<file path="config.mk">
export PLATFORM = sky130hd
export DESIGN_NAME = cfg_cap2_err_regs
export DESIGN_NICKNAME = d
export VERILOG_FILES = /design/src/cfg_regs_pkg.sv /design/src/cfg_cap2_err_regs.sv
export SDC_FILE = /design/constraint.sdc
export NUM_CORES = 1
export LEC_CHECK = 0
export BUFFER_PORTS_ARGS = -buffer_cell sky130_fd_sc_hd__buf_2
export CORE_MARGIN = 8
export CORE_UTILIZATION = 30
export CTS_CLUSTER_SIZE = 8
export DETAILED_ROUTE_END_ITERATION = 10
export PLACE_DENSITY_LB_ADDON = 0.3
export SLEW_MARGIN = 5
export SYNTH_ARGS = -nofsm -noshare
export SYNTH_HDL_FRONTEND = slang
export SYNTH_SLANG_ARGS = --single-unit
</file>
<file path="constraint.sdc">
create_clock -name clk_in -period 6.2 [get_ports clk_in]
set_input_delay 0.93 -clock clk_in [delete_from_list [all_inputs] [get_ports clk_in]]
set_output_delay 0.93 -clock clk_in [all_outputs]
set_load 0.01 [all_outputs]
</file>
<file path="src/cfg_regs_pkg.sv">
// package for the capability-2 and error reporting register bank
// assumes a 12-bit configuration byte address, 32-bit data words
package cfg_regs_pkg;

    // ------------------------------------------------------------
    // register offsets (byte addresses)
    // ------------------------------------------------------------
    localparam logic [11:0] DEV_CAP2_OFF   = 12'h0A4;
    localparam logic [11:0] DEV_CTL2_OFF   = 12'h0A8;
    localparam logic [11:0] LNK_CAP2_OFF   = 12'h0AC;
    localparam logic [11:0] LNK_CTL2_OFF   = 12'h0B0;
    localparam logic [11:0] ERR_HDR_OFF    = 12'h100;
    localparam logic [11:0] UNCORR_OFF     = 12'h104;
    localparam logic [11:0] INT_STAT_OFF   = 12'h180;
    localparam logic [11:0] INT_MASK_OFF   = 12'h184;

    // ------------------------------------------------------------
    // reset values, field positions, fixed codes
    // ------------------------------------------------------------
    localparam logic [3:0]  CTO_VALUE_RST  = 4'hF;
    localparam logic        CTO_DIS_RST    = 1'b1;
    localparam logic        ATOMIC_RST     = 1'b0;
    localparam logic        HASD_RST       = 1'b0;
    localparam logic [3:0]  TGT_SPEED_RST  = 4'h1;
    localparam logic [3:0]  SPEED_GEN3     = 4'h3;
    localparam int          EQ_REQ_POS     = 21;
    localparam logic [15:0] ECAP_ID        = 16'h0001;
    localparam logic [3:0]  ECAP_VER       = 4'h2;
    localparam logic [11:0] PTR_ARI        = 12'h160;
    localparam logic [11:0] PTR_SEC        = 12'h280;
    localparam logic [11:0] PTR_TPH        = 12'h300;
    localparam logic [11:0] PTR_ATS        = 12'h3C0;
    localparam logic [11:0] PTR_NONE       = 12'h000;
    localparam logic [31:0] UNCORR_IMPL    = 32'h001FF010;
    localparam logic [1:0]  RESP_OKAY      = 2'h0;
    localparam logic [1:0]  RESP_SLVERR    = 2'h2;

    // ------------------------------------------------------------
    // carriers
    // ------------------------------------------------------------
    typedef struct packed {
        logic [11:0] awaddr;
        logic        awvalid;
        logic [31:0] wdata;
        logic [3:0]  wstrb;
        logic        wvalid;
        logic        bready;
        logic [11:0] araddr;
        logic        arvalid;
        logic        rready;
    } axi_req_t;

    typedef struct packed {
        logic        awready;
        logic        wready;
        logic        bvalid;
        logic [1:0]  bresp;
        logic        arready;
        logic        rvalid;
        logic [31:0] rdata;
        logic [1:0]  rresp;
    } axi_rsp_t;

    // one-cycle error events, ordered as status bits 20 down to 12, 4
    typedef struct packed {
        logic ur;
        logic ecrc;
        logic malformed;
        logic overflow;
        logic unexp_cpl;
        logic ca_sent;
        logic cpl_timeout;
        logic fc_proto;
        logic poisoned;
        logic dl_proto;
    } err_evt_t;

    typedef struct packed {
        logic req_set;
        logic ph3_ok;
        logic ph2_ok;
        logic ph1_ok;
        logic complete;
    } eq_stat_t;

    typedef struct packed {
        logic       atomic_req_en;
        logic       cto_disable;
        logic [3:0] cto_value;
    } dev_ctl_t;

    typedef struct packed {
        logic [3:0] compl_preset;
        logic       compl_sos;
        logic       mod_compl;
        logic [2:0] tx_margin;
        logic       enter_compl;
        logic [3:0] target_speed;
    } link_ctl_t;

endpackage

</file>
<file path="src/cfg_cap2_err_regs.sv">
// configuration register bank: capability 2 registers, error header,
// uncorrectable error status, plus interrupt status and mask
// assumes AXI4-Lite master on clk_in, error and equalization events
// from logic on the same clock, power-on reset asserted with resetn_in
//
// Functional notes
// - device caps 2: timeout ranges [3:0], disable-supported [4], fixed
// - device control 2: timeout value 0xF, disable 1, atomic enable 0
// - link control 2 sticky fields; hardware speed disable bit 5 plain
// - link status 2 bits 17-20 read-only; bit 21 cleared by writing one
// - error header: id 0x0001 in [15:0], version 2 in [19:16]
// - next pointer 0x160 with ARI, else fn0 at 8 GT/s gives 0x280
// - fn0 at lower speeds: TPH 0x300 if present, else ATS 0x3C0
// - functions 1-3: TPH, else ATS; all other cases read zero
// - status bits 20,19,18,17 set by UR, ECRC, malformed, overflow
// - status bits 16,15,14: unexpected cpl, abort sent, timeout
// - bits 13,12,4: flow control, poisoned, link protocol; reserved zero
// - every recorded error is forwarded as internal uncorrectable error
`timescale 1ns/10ps

module cfg_cap2_err_regs #(
    parameter logic [3:0] CPL_TO_RANGES  = 4'h0,
    parameter logic       CPL_TO_DIS_SUP = 1'b1,
    parameter logic [2:0] LINK_SPEEDS    = 3'h1,
    parameter logic [3:0] MAX_LINK_SPEED = 4'h1,
    parameter logic       ARI_SUPPORTED  = 1'b0,
    parameter logic [2:0] FUNC_NUM       = 3'h0,
    parameter logic       TPH_PRESENT    = 1'b0,
    parameter logic       ATS_PRESENT    = 1'b0
) (
    // clock and resets
    input  wire logic                     clk_in,
    input  wire logic                     resetn_in,
    input  wire logic                     por_resetn_in,
    // register bus
    input  wire cfg_regs_pkg::axi_req_t   axi_req_in,
    output      cfg_regs_pkg::axi_rsp_t   axi_rsp_out,
    // events and status from the link and transaction layers
    input  wire cfg_regs_pkg::err_evt_t   err_evt_in,
    input  wire cfg_regs_pkg::eq_stat_t   eq_stat_in,
    // control towards the core
    output      cfg_regs_pkg::dev_ctl_t   dev_ctl_out,
    output      cfg_regs_pkg::link_ctl_t  link_ctl_out,
    output      logic                     hw_speed_dis_out,
    output      logic                     uncorr_err_out,
    output      logic                     irq_out
);
    import cfg_regs_pkg::*;

    // ------------------------------------------------------------
    // functions
    // ------------------------------------------------------------

    // expand byte strobes to a bit mask
    function automatic logic [31:0] strb_mask(input logic [3:0] s);
        logic [31:0] m;
        m = 32'h00000000;
        for (int i = 0; i < 4; i++) begin
            m[i*8 +: 8] = {8{s[i]}};
        end
        return m;
    endfunction

    // true for every word the bank answers
    function automatic logic is_mapped(input logic [11:0] a);
        logic [11:0] w;
        w = {a[11:2], 2'b00};
        return (w == DEV_CAP2_OFF) || (w == DEV_CTL2_OFF) ||
               (w == LNK_CAP2_OFF) || (w == LNK_CTL2_OFF) ||
               (w == ERR_HDR_OFF)  || (w == UNCORR_OFF)   ||
               (w == INT_STAT_OFF) || (w == INT_MASK_OFF);
    endfunction

    // word address compare, low two bits ignored
    function automatic logic hit(input logic [11:0] a,
                                 input logic [11:0] off);
        return {a[11:2], 2'b00} == off;
    endfunction

    // next capability pointer selection
    function automatic logic [11:0] next_ptr();
        logic [11:0] p;
        p = PTR_NONE;
        if (ARI_SUPPORTED) begin
            p = PTR_ARI;
        end else if (FUNC_NUM == 3'h0) begin
            if (MAX_LINK_SPEED == SPEED_GEN3) begin
                p = PTR_SEC;
            end else if (TPH_PRESENT) begin
                p = PTR_TPH;
            end else if (ATS_PRESENT) begin
                p = PTR_ATS;
            end
        end else if (FUNC_NUM <= 3'h3) begin
            if (TPH_PRESENT) begin
                p = PTR_TPH;
            end else if (ATS_PRESENT) begin
                p = PTR_ATS;
            end
        end
        return p;
    endfunction

    localparam logic [11:0] NEXT_PTR = next_ptr();

    // ------------------------------------------------------------
    // state
    // ------------------------------------------------------------
    typedef struct packed {
        axi_rsp_t    rsp;
        logic        aw_have;
        logic [11:0] aw_addr;
        logic        w_have;
        logic [31:0] w_data;
        logic [3:0]  w_strb;
        dev_ctl_t    dev;
        logic        hasd;
        logic [31:0] uncorr;
        logic        eq_req;
        logic [1:0]  int_stat;
        logic [1:0]  int_mask;
        logic        irq;
        logic        uncorr_err;
    } state_t;

    state_t    st_ff;
    state_t    nxt_st;
    link_ctl_t lnk_ff;
    link_ctl_t nxt_lnk;

    logic        wr_go;
    logic [31:0] bm;
    logic [31:0] wd;
    logic [31:0] clr;
    logic [31:0] ev;
    logic [31:0] rd;
    logic [31:0] lnk_word;

    // ------------------------------------------------------------
    // read data
    // ------------------------------------------------------------

    // link control 2 and status 2 as one word
    always_comb begin
        lnk_word = {10'h000,
                    st_ff.eq_req,
                    eq_stat_in.ph3_ok,
                    eq_stat_in.ph2_ok,
                    eq_stat_in.ph1_ok,
                    eq_stat_in.complete,
                    1'b0,
                    lnk_ff.compl_preset,
                    lnk_ff.compl_sos,
                    lnk_ff.mod_compl,
                    lnk_ff.tx_margin,
                    1'b0,
                    st_ff.hasd,
                    lnk_ff.enter_compl,
                    lnk_ff.target_speed};
    end

    // read multiplexer, unmapped words read zero
    always_comb begin
        rd = 32'h00000000;
        if (hit(axi_req_in.araddr, DEV_CAP2_OFF)) begin
            rd = {27'h0000000, CPL_TO_DIS_SUP, CPL_TO_RANGES};
        end else if (hit(axi_req_in.araddr, DEV_CTL2_OFF)) begin
            rd = {25'h0000000, st_ff.dev.atomic_req_en, 1'b0,
                  st_ff.dev.cto_disable, st_ff.dev.cto_value};
        end else if (hit(axi_req_in.araddr, LNK_CAP2_OFF)) begin
            rd = {28'h0000000, LINK_SPEEDS, 1'b0};
        end else if (hit(axi_req_in.araddr, LNK_CTL2_OFF)) begin
            rd = lnk_word;
        end else if (hit(axi_req_in.araddr, ERR_HDR_OFF)) begin
            rd = {NEXT_PTR, ECAP_VER, ECAP_ID};
        end else if (hit(axi_req_in.araddr, UNCORR_OFF)) begin
            rd = st_ff.uncorr & UNCORR_IMPL;
        end else if (hit(axi_req_in.araddr, INT_STAT_OFF)) begin
            rd = {30'h00000000, st_ff.int_stat};
        end else if (hit(axi_req_in.araddr, INT_MASK_OFF)) begin
            rd = {30'h00000000, st_ff.int_mask};
        end
    end

    // ------------------------------------------------------------
    // error events into status bit positions
    // ------------------------------------------------------------
    always_comb begin
        ev = 32'h00000000;
        ev[20] = err_evt_in.ur;
        ev[19] = err_evt_in.ecrc;
        ev[18] = err_evt_in.malformed;
        ev[17] = err_evt_in.overflow;
        ev[16] = err_evt_in.unexp_cpl;
        ev[15] = err_evt_in.ca_sent;
        ev[14] = err_evt_in.cpl_timeout;
        ev[13] = err_evt_in.fc_proto;
        ev[12] = err_evt_in.poisoned;
        ev[4]  = err_evt_in.dl_proto;
    end

    // ------------------------------------------------------------
    // next state
    // ------------------------------------------------------------

    // write strobe and its masked data
    assign wr_go = st_ff.aw_have && st_ff.w_have && !st_ff.rsp.bvalid;
    assign bm    = strb_mask(st_ff.w_strb);
    assign wd    = st_ff.w_data & bm;
    assign clr   = wr_go ? wd : 32'h00000000;

    // bus channels, register writes and event capture
    always_comb begin
        nxt_st  = st_ff;
        nxt_lnk = lnk_ff;

        // write address and data are taken in either order
        if (axi_req_in.awvalid && st_ff.rsp.awready) begin
            nxt_st.aw_have = 1'b1;
            nxt_st.aw_addr = axi_req_in.awaddr;
        end
        if (axi_req_in.wvalid && st_ff.rsp.wready) begin
            nxt_st.w_have = 1'b1;
            nxt_st.w_data = axi_req_in.wdata;
            nxt_st.w_strb = axi_req_in.wstrb;
        end

        // write response once both halves are held
        if (wr_go) begin
            nxt_st.aw_have   = 1'b0;
            nxt_st.w_have    = 1'b0;
            nxt_st.rsp.bvalid = 1'b1;
            nxt_st.rsp.bresp = is_mapped(st_ff.aw_addr) ?
                               RESP_OKAY : RESP_SLVERR;
        end else if (st_ff.rsp.bvalid && axi_req_in.bready) begin
            nxt_st.rsp.bvalid = 1'b0;
        end
        nxt_st.rsp.awready = !nxt_st.aw_have && !nxt_st.rsp.bvalid;
        nxt_st.rsp.wready  = !nxt_st.w_have && !nxt_st.rsp.bvalid;

        // read channel, one read in flight
        if (axi_req_in.arvalid && st_ff.rsp.arready) begin
            nxt_st.rsp.rvalid = 1'b1;
            nxt_st.rsp.rdata  = rd;
            nxt_st.rsp.rresp  = is_mapped(axi_req_in.araddr) ?
                                RESP_OKAY : RESP_SLVERR;
        end else if (st_ff.rsp.rvalid && axi_req_in.rready) begin
            nxt_st.rsp.rvalid = 1'b0;
        end
        nxt_st.rsp.arready = !nxt_st.rsp.rvalid;

        // device control 2 fields
        if (wr_go && hit(st_ff.aw_addr, DEV_CTL2_OFF)) begin
            if (bm[0]) begin
                nxt_st.dev.cto_value     = st_ff.w_data[3:0];
                nxt_st.dev.cto_disable   = st_ff.w_data[4];
                nxt_st.dev.atomic_req_en = st_ff.w_data[6];
            end
        end

        // link control 2, sticky fields and the plain bit 5
        if (wr_go && hit(st_ff.aw_addr, LNK_CTL2_OFF)) begin
            if (bm[0]) begin
                nxt_lnk.target_speed  = st_ff.w_data[3:0];
                nxt_lnk.enter_compl   = st_ff.w_data[4];
                nxt_st.hasd           = st_ff.w_data[5];
                nxt_lnk.tx_margin[0]  = st_ff.w_data[7];
            end
            if (bm[8]) begin
                nxt_lnk.tx_margin[2:1] = st_ff.w_data[9:8];
                nxt_lnk.mod_compl     = st_ff.w_data[10];
                nxt_lnk.compl_sos     = st_ff.w_data[11];
                nxt_lnk.compl_preset  = st_ff.w_data[15:12];
            end
        end

        // equalization request: set by the link, cleared by a one
        if (hit(st_ff.aw_addr, LNK_CTL2_OFF) && clr[EQ_REQ_POS]) begin
            nxt_st.eq_req = 1'b0;
        end
        if (eq_stat_in.req_set) begin
            nxt_st.eq_req = 1'b1;
        end

        // uncorrectable status: events win over a clearing write
        if (hit(st_ff.aw_addr, UNCORR_OFF)) begin
            nxt_st.uncorr = st_ff.uncorr & ~clr;
        end
        nxt_st.uncorr = (nxt_st.uncorr | ev) & UNCORR_IMPL;

        // interrupt status and mask
        if (hit(st_ff.aw_addr, INT_STAT_OFF)) begin
            nxt_st.int_stat = st_ff.int_stat & ~clr[1:0];
        end
        if (|ev) begin
            nxt_st.int_stat[0] = 1'b1;
        end
        if (eq_stat_in.req_set) begin
            nxt_st.int_stat[1] = 1'b1;
        end
        if (wr_go && hit(st_ff.aw_addr, INT_MASK_OFF) && bm[0]) begin
            nxt_st.int_mask = st_ff.w_data[1:0];
        end
        nxt_st.irq = |(nxt_st.int_stat & nxt_st.int_mask);

        // every recorded error counts as uncorrectable and severe
        nxt_st.uncorr_err = |nxt_st.uncorr;
    end

    // ------------------------------------------------------------
    // registers
    // ------------------------------------------------------------

    // functional state, cleared by the ordinary reset
    always_ff @(posedge clk_in or negedge resetn_in) begin
        if (!resetn_in) begin
            st_ff                   <= '0;
            st_ff.rsp.bresp         <= RESP_OKAY;
            st_ff.rsp.rresp         <= RESP_OKAY;
            st_ff.dev.cto_value     <= CTO_VALUE_RST;
            st_ff.dev.cto_disable   <= CTO_DIS_RST;
            st_ff.dev.atomic_req_en <= ATOMIC_RST;
            st_ff.hasd              <= HASD_RST;
        end else begin
            st_ff <= nxt_st;
        end
    end

    // sticky link control fields, cleared by power-on reset only
    always_ff @(posedge clk_in or negedge por_resetn_in) begin
        if (!por_resetn_in) begin
            lnk_ff              <= '0;
            lnk_ff.target_speed <= TGT_SPEED_RST;
        end else begin
            lnk_ff <= nxt_lnk;
        end
    end

    // ------------------------------------------------------------
    // outputs, all from flip-flops
    // ------------------------------------------------------------
    assign axi_rsp_out      = st_ff.rsp;
    assign dev_ctl_out      = st_ff.dev;
    assign link_ctl_out     = lnk_ff;
    assign hw_speed_dis_out = st_ff.hasd;
    assign uncorr_err_out   = st_ff.uncorr_err;
    assign irq_out          = st_ff.irq;

endmodule

</file>
# Yosys cells after proc, flatten, opt, wreduce, memory -nomap -nowiden
# Index checks and enable logic that the tools add are counted.
dict set report word_totals {
  register_bits 129
  latchBits 0
  ram_bits 0
  romBits 0
  inputBits 83
  elab_cells 119
  memories 0
}
dict set report classes {
  addsub 0
  mul 0
  n_div 0
  n_lt_le_gt_ge 0
  n_eq_ne 16
  shifts 0
  mux 26
  bitwise_logic 7
  n_reduce_logical 40
}
# operator count
set ops {}
lappend ops {{$mux 22} 5}
lappend ops {{$eq 10x6->1 const B} 8}
lappend ops {{$eq 10x7->1 const B} 8}
lappend ops {{$mux 21} 3}
lappend ops {{$mux 37} 1}
lappend ops {{$and 22x22->22} 1}
lappend ops {{$and 21x21->21} 1}
lappend ops {{$not 21->21} 1}
lappend ops {{$or 21x21->21} 1}
lappend ops {{$reduce_or 10->1} 2}
lappend ops {{$logic_and 1x1->1} 14}
lappend ops {{$logic_or 1x1->1} 14}
lappend ops {{$mux 13} 1}
lappend ops {{$mux 2} 6}
lappend ops {{$mux 1} 10}
lappend ops {{$reduce_and 2->1} 3}
lappend ops {{$logic_not 1->1} 5}
lappend ops {{$and 2x2->2} 2}
lappend ops {{$not 2->2} 1}
lappend ops {{$reduce_bool 2->1} 1}
lappend ops {{$reduce_or 2->1} 1}

# Depth between registers and ports, before layout
dict set report depth {
  depth_word 9
  depth_mapped 7
  mapped_depth_nobuf 5
}

# Worst setup path after synthesis
# No wires, ideal clock.
dict set report synth_path {
  path_kind {input to register}
  startpoint {in axi_req_in[8] (netlist bit)}
  endpoint {reg st_ff (netlist bit axi_rsp_out[22])}
  setup_ns 0.120
  arrival_ns 2.536
  required_time_ns 6.080
  setup_slack_ns 3.544
  cell_stages 7
  path_cell_list {or4_4 > buf_6 > o41ai_4 > nor2_2 > buf_6 > a22oi_2 > nand2_1}
}
dict set report synth_via {
  elab_chain_cells 7
  elab_cells_between_ends 12
  classes_between {eq/ne (6); mux (6)}
}
# element line
set synth_rtl {}
lappend synth_rtl {{start: declaration} cfg_cap2_err_regs.sv:36} ;# input wire cfg_regs_pkg::axi_req_t axi_req_in,
lappend synth_rtl {{$eq 10x7->1} cfg_cap2_err_regs.sv:77} ;# return {a[11:2], 2'b00} == off;
lappend synth_rtl {{$mux 21} cfg_cap2_err_regs.sv:176} ;# end else if (hit(axi_req_in.araddr, UNCORR_OFF)) begin
lappend synth_rtl {{$mux 21} cfg_cap2_err_regs.sv:174} ;# end else if (hit(axi_req_in.araddr, ERR_HDR_OFF)) begin
lappend synth_rtl {{$mux 22} cfg_cap2_err_regs.sv:172} ;# end else if (hit(axi_req_in.araddr, LNK_CTL2_OFF)) begin
lappend synth_rtl {{$mux 22} cfg_cap2_err_regs.sv:170} ;# end else if (hit(axi_req_in.araddr, LNK_CAP2_OFF)) begin
lappend synth_rtl {{$mux 22} cfg_cap2_err_regs.sv:167} ;# end else if (hit(axi_req_in.araddr, DEV_CTL2_OFF)) begin
lappend synth_rtl {{$mux 22 (*)} cfg_cap2_err_regs.sv:165} ;# if (hit(axi_req_in.araddr, DEV_CAP2_OFF)) begin
lappend synth_rtl {{end signal: assignment} cfg_cap2_err_regs.sv:325} ;# st_ff <= nxt_st;
lappend synth_rtl {{end: declaration} cfg_cap2_err_regs.sv:126} ;# state_t st_ff;
# Mark *: on every way between the ends. The rest lies on a longest branch, timed or not.
# A chain may end at the register's enable or synchronous reset.

# Final worst setup path
dict set report layout_path {
  startpoint {in axi_req_in[8] (netlist bit)}
  endpoint {reg st_ff (netlist bit axi_rsp_out[21])}
}
# Same word-level chain as after synthesis.

==> results.py <==
metrics = {
    "clocking": {
        "cts.repair.resized": 0,
        "cts_root_buf": "clkbuf_16",
        "clock-sinks": 104,
        "clk_pin_slew_ns": 0.07,
        "cts_hold_buf": 0,
        "cts_inserted_buffers": 9,
        "post_cts_buffers": 0,
        "clk_path_buf_depth": 2,
        "htreeDepth": 3,
        "clock_latency_ns": 0.35,
        "cts_tree": "done",
    },
    "floorplan": {
        "dieArea_um2": 20500,
        "io_pins": 147,
        "initial_core_util_pct": 30.6,
        "rows": 46,
        "die_y_um": 143,
        "core-area_um2": 15900,
        "die_w_um": 143,
    },
    "worst_setup_path": {
        "worstPathArrival_ns": 3.02,
        "cp-end-kind": "flop",
        "crit_type": "input port to flop",
        "crit_path_start_kind": "input port",
        "crit_fanout": 12,
        "cp.required_ns": 6.49,
    },
    "routing": {
        "drt_iter0_drc": 170,
        "detail-route-antenna-nets": 0,
        "finalWirelength_um": 12200,
        "remaining_drc_errors": 0,
        "vias": 3158,
        "wire_per_inst_um": 17.7,
        "dr.pass1.iters": 4,
        "vias_per_cell": 4.58,
    },
    "synth": {
        "ys_ff_latch": 104,
        "synth_cell_types": 52,
        "synth_edf_count": 0,
        "syn_area_per_cell_um2": 12.3,
        "ys_warn_count": 0,
        "ys.flop_type": "dfrtp_1",
        "syn_area_um2": 4860,
        "synthArstFlopShare_pct": 100,
        "yosysSeqAreaShare_pct": 53.7,
        "syn_inst": 395,
    },
    "pwr": {
        "power_density_nw_per_um2": 344,
        "vdd_drop_max_mv": 0.159,
        "leakage_uw": 0.00259,
    },
    "sta": {
        "hold_violations": 0,
        "setup_tns_ns": 0,
        "finalSetupViolCount": 0,
        "relSlewSlack_pct": 33.4,
        "fmax_ghz": 0.366,
        "whs_ns": 0.466,
        "fin_ws_ns": 3.46,
        "skew_ns": 0.00730,
        "slew_violations": 0,
        "worstMarginPinSlew_ns": 0.996,
        "post-route-period-util_pct": 44.1,
        "rsz0062_at_grt": "false",
        "post-route-min-period_ns": 2.74,
    },
    "placement": {
        "preCtsSetupSlack_ns": 3.08,
        "gp_congestion": 0.809,
        "place_area_um2": 5280,
        "numPortBuffers": 119,
        "hpwl_um": 9470,
    },
    "final_layout": {
        "drive_gt1_share_pct": 47.6,
        "antenna_cells": 0,
        "final_common_cell": "buf_2",
        "area_growth_pct": 15.6,
        "final_nets": 551,
        "final_area_um2": 5620,
        "layout_common_cells": "buf_2 (118), dfrtp_1 (98), mux2_2 (59)",
    },
    "hold_path": {
        "hold_class": "flop to flop",
    },
    "global_routing": {
        "grt_pass1_vias": 3360,
        "grt_pass1_wl_um": 18800,
        "grt.overflow.total": 0,
        "grt_usage_pct": 12.2,
        "antenna_found_initial": 0,
        "grt_max_degree": 53,
    },
    "run": {
        "drv_cap": 0,
    },
    "run_status": {
        "status": "completed",
    },
}
[path summary, 6_finish.rpt]
| path | from | end | slack [ns] | cells after the start |
|---|---|---|---|---|
| worst max-delay path | axi_req_in[8] | axi_rsp_out[21]$_DFFE_PN0P_ | 3.46 | 6 |
| worst min-delay path | axi_rsp_out[22]$_DFFE_PN0P_ | axi_rsp_out[22]$_DFFE_PN0P_ | 0.47 | 2 |
| worst max register to register | st_ff[87]$_DFFE_PN0P_ | dev_ctl_out[5]$_DFFE_PN0P_ | 3.78 | 5 |
| worst min register to register | axi_rsp_out[22]$_DFFE_PN0P_ | axi_rsp_out[22]$_DFFE_PN0P_ | 0.47 | 2 |
| max in group asynchronous | resetn_in | axi_rsp_out[6]$_DFFE_PN0P_ | 4.56 | 2 |
| min in group asynchronous | por_resetn_in | link_ctl_out[7]$_DFFE_PN0P_ | 0.50 | 1 |
[layout make-up]
type | count | area [um^2]
fillers | 1592 | 10300
multi-input cells | 227 | 1760
repair buffers | 121 | 613
clock inverters | 3 | 90.1
flip-flops and latches | 104 | 2610
inverters | 5 | 18.8
clock buffers | 13 | 250
well taps | 216 | 270
[sequential cells by signal (all words and copies together), names as in the netlist]
| signal | flops |
|---|---|
| irq_out | 1 |
| hw_speed_dis_out | 1 |
| uncorr_err_out | 1 |
| lnk_word | 1 |
| axi_rsp_out | 29 |
| bm | 3 |
| link_ctl_out | 14 |
| dev_ctl_out | 6 |
| st_ff | 48 |
[stage by stage]
| stage | total power, uW | cells | util (%) |
|---|---|---|---|
| floorplan | 1190 | 406 | - |
| global placement | 1290 | 673 | 33.2 |
| detailed placement | 1310 | 673 | 33.2 |
| CTS | 1970 | 689 | 35.4 |
| global route | 2050 | 689 | 35.4 |
| finish | 1930 | 689 | 35.4 |
[synth_stat cells (3+ instances only)]
master,count,area share (%)
nor4_1,5,0.64
a22o_1,10,1.8
clkbuf_1,6,0.46
a21boi_0,8,1.2
nand2_1,31,2.4
o21ai_0,8,0.82
mux2_2,59,14
or2_2,9,1.2
nand3_1,3,0.31
or4_4,3,0.70
nor2_1,12,0.93
or3_1,3,0.39
dfstp_2,6,3.2
a21oi_1,5,0.51
a21o_1,4,0.62
buf_4,61,9.4
nand4_1,3,0.39
dfrtp_1,98,50
a22oi_1,9,1.4
inv_1,5,0.39
[layer usage]
metal  part of all wire, %  GRT usage [%]  up-vias
met5                     0              0        -
met2                    48           19.5       92
met3                   6.1           3.51       15
li1                      -              -     1488
met1                    44           15.1     1563
met4                   1.6           5.04        0
[power breakdown]
group          internal (uW)  leakage [uW]  switching [uW]
combinational            182       0.00117             158
clock                    406      0.000164             244
sequential               822       0.00126             122
total                   1410       0.00259             523
[critical path, cell delays in order]
cell and delay [ns]:
buf_2 0.09, or4_4 0.61, or4_4 0.55, nor2_2 0.54, a22oi_1 0.19, nand2_1 0.10
[cells by family after synthesis]
logic type             count (synthesis)  share of synthesized area [%]
flip-flops                           104                           53.7
AND/OR/NAND/NOR                       96                           12.2
buffers and inverters                 75                           10.8
multiplexers                          60                           13.9
AO/OA/AOI/OAI                         59                           9.32
other                                  1                         0.0772
(Power assumes the default switching activity.)
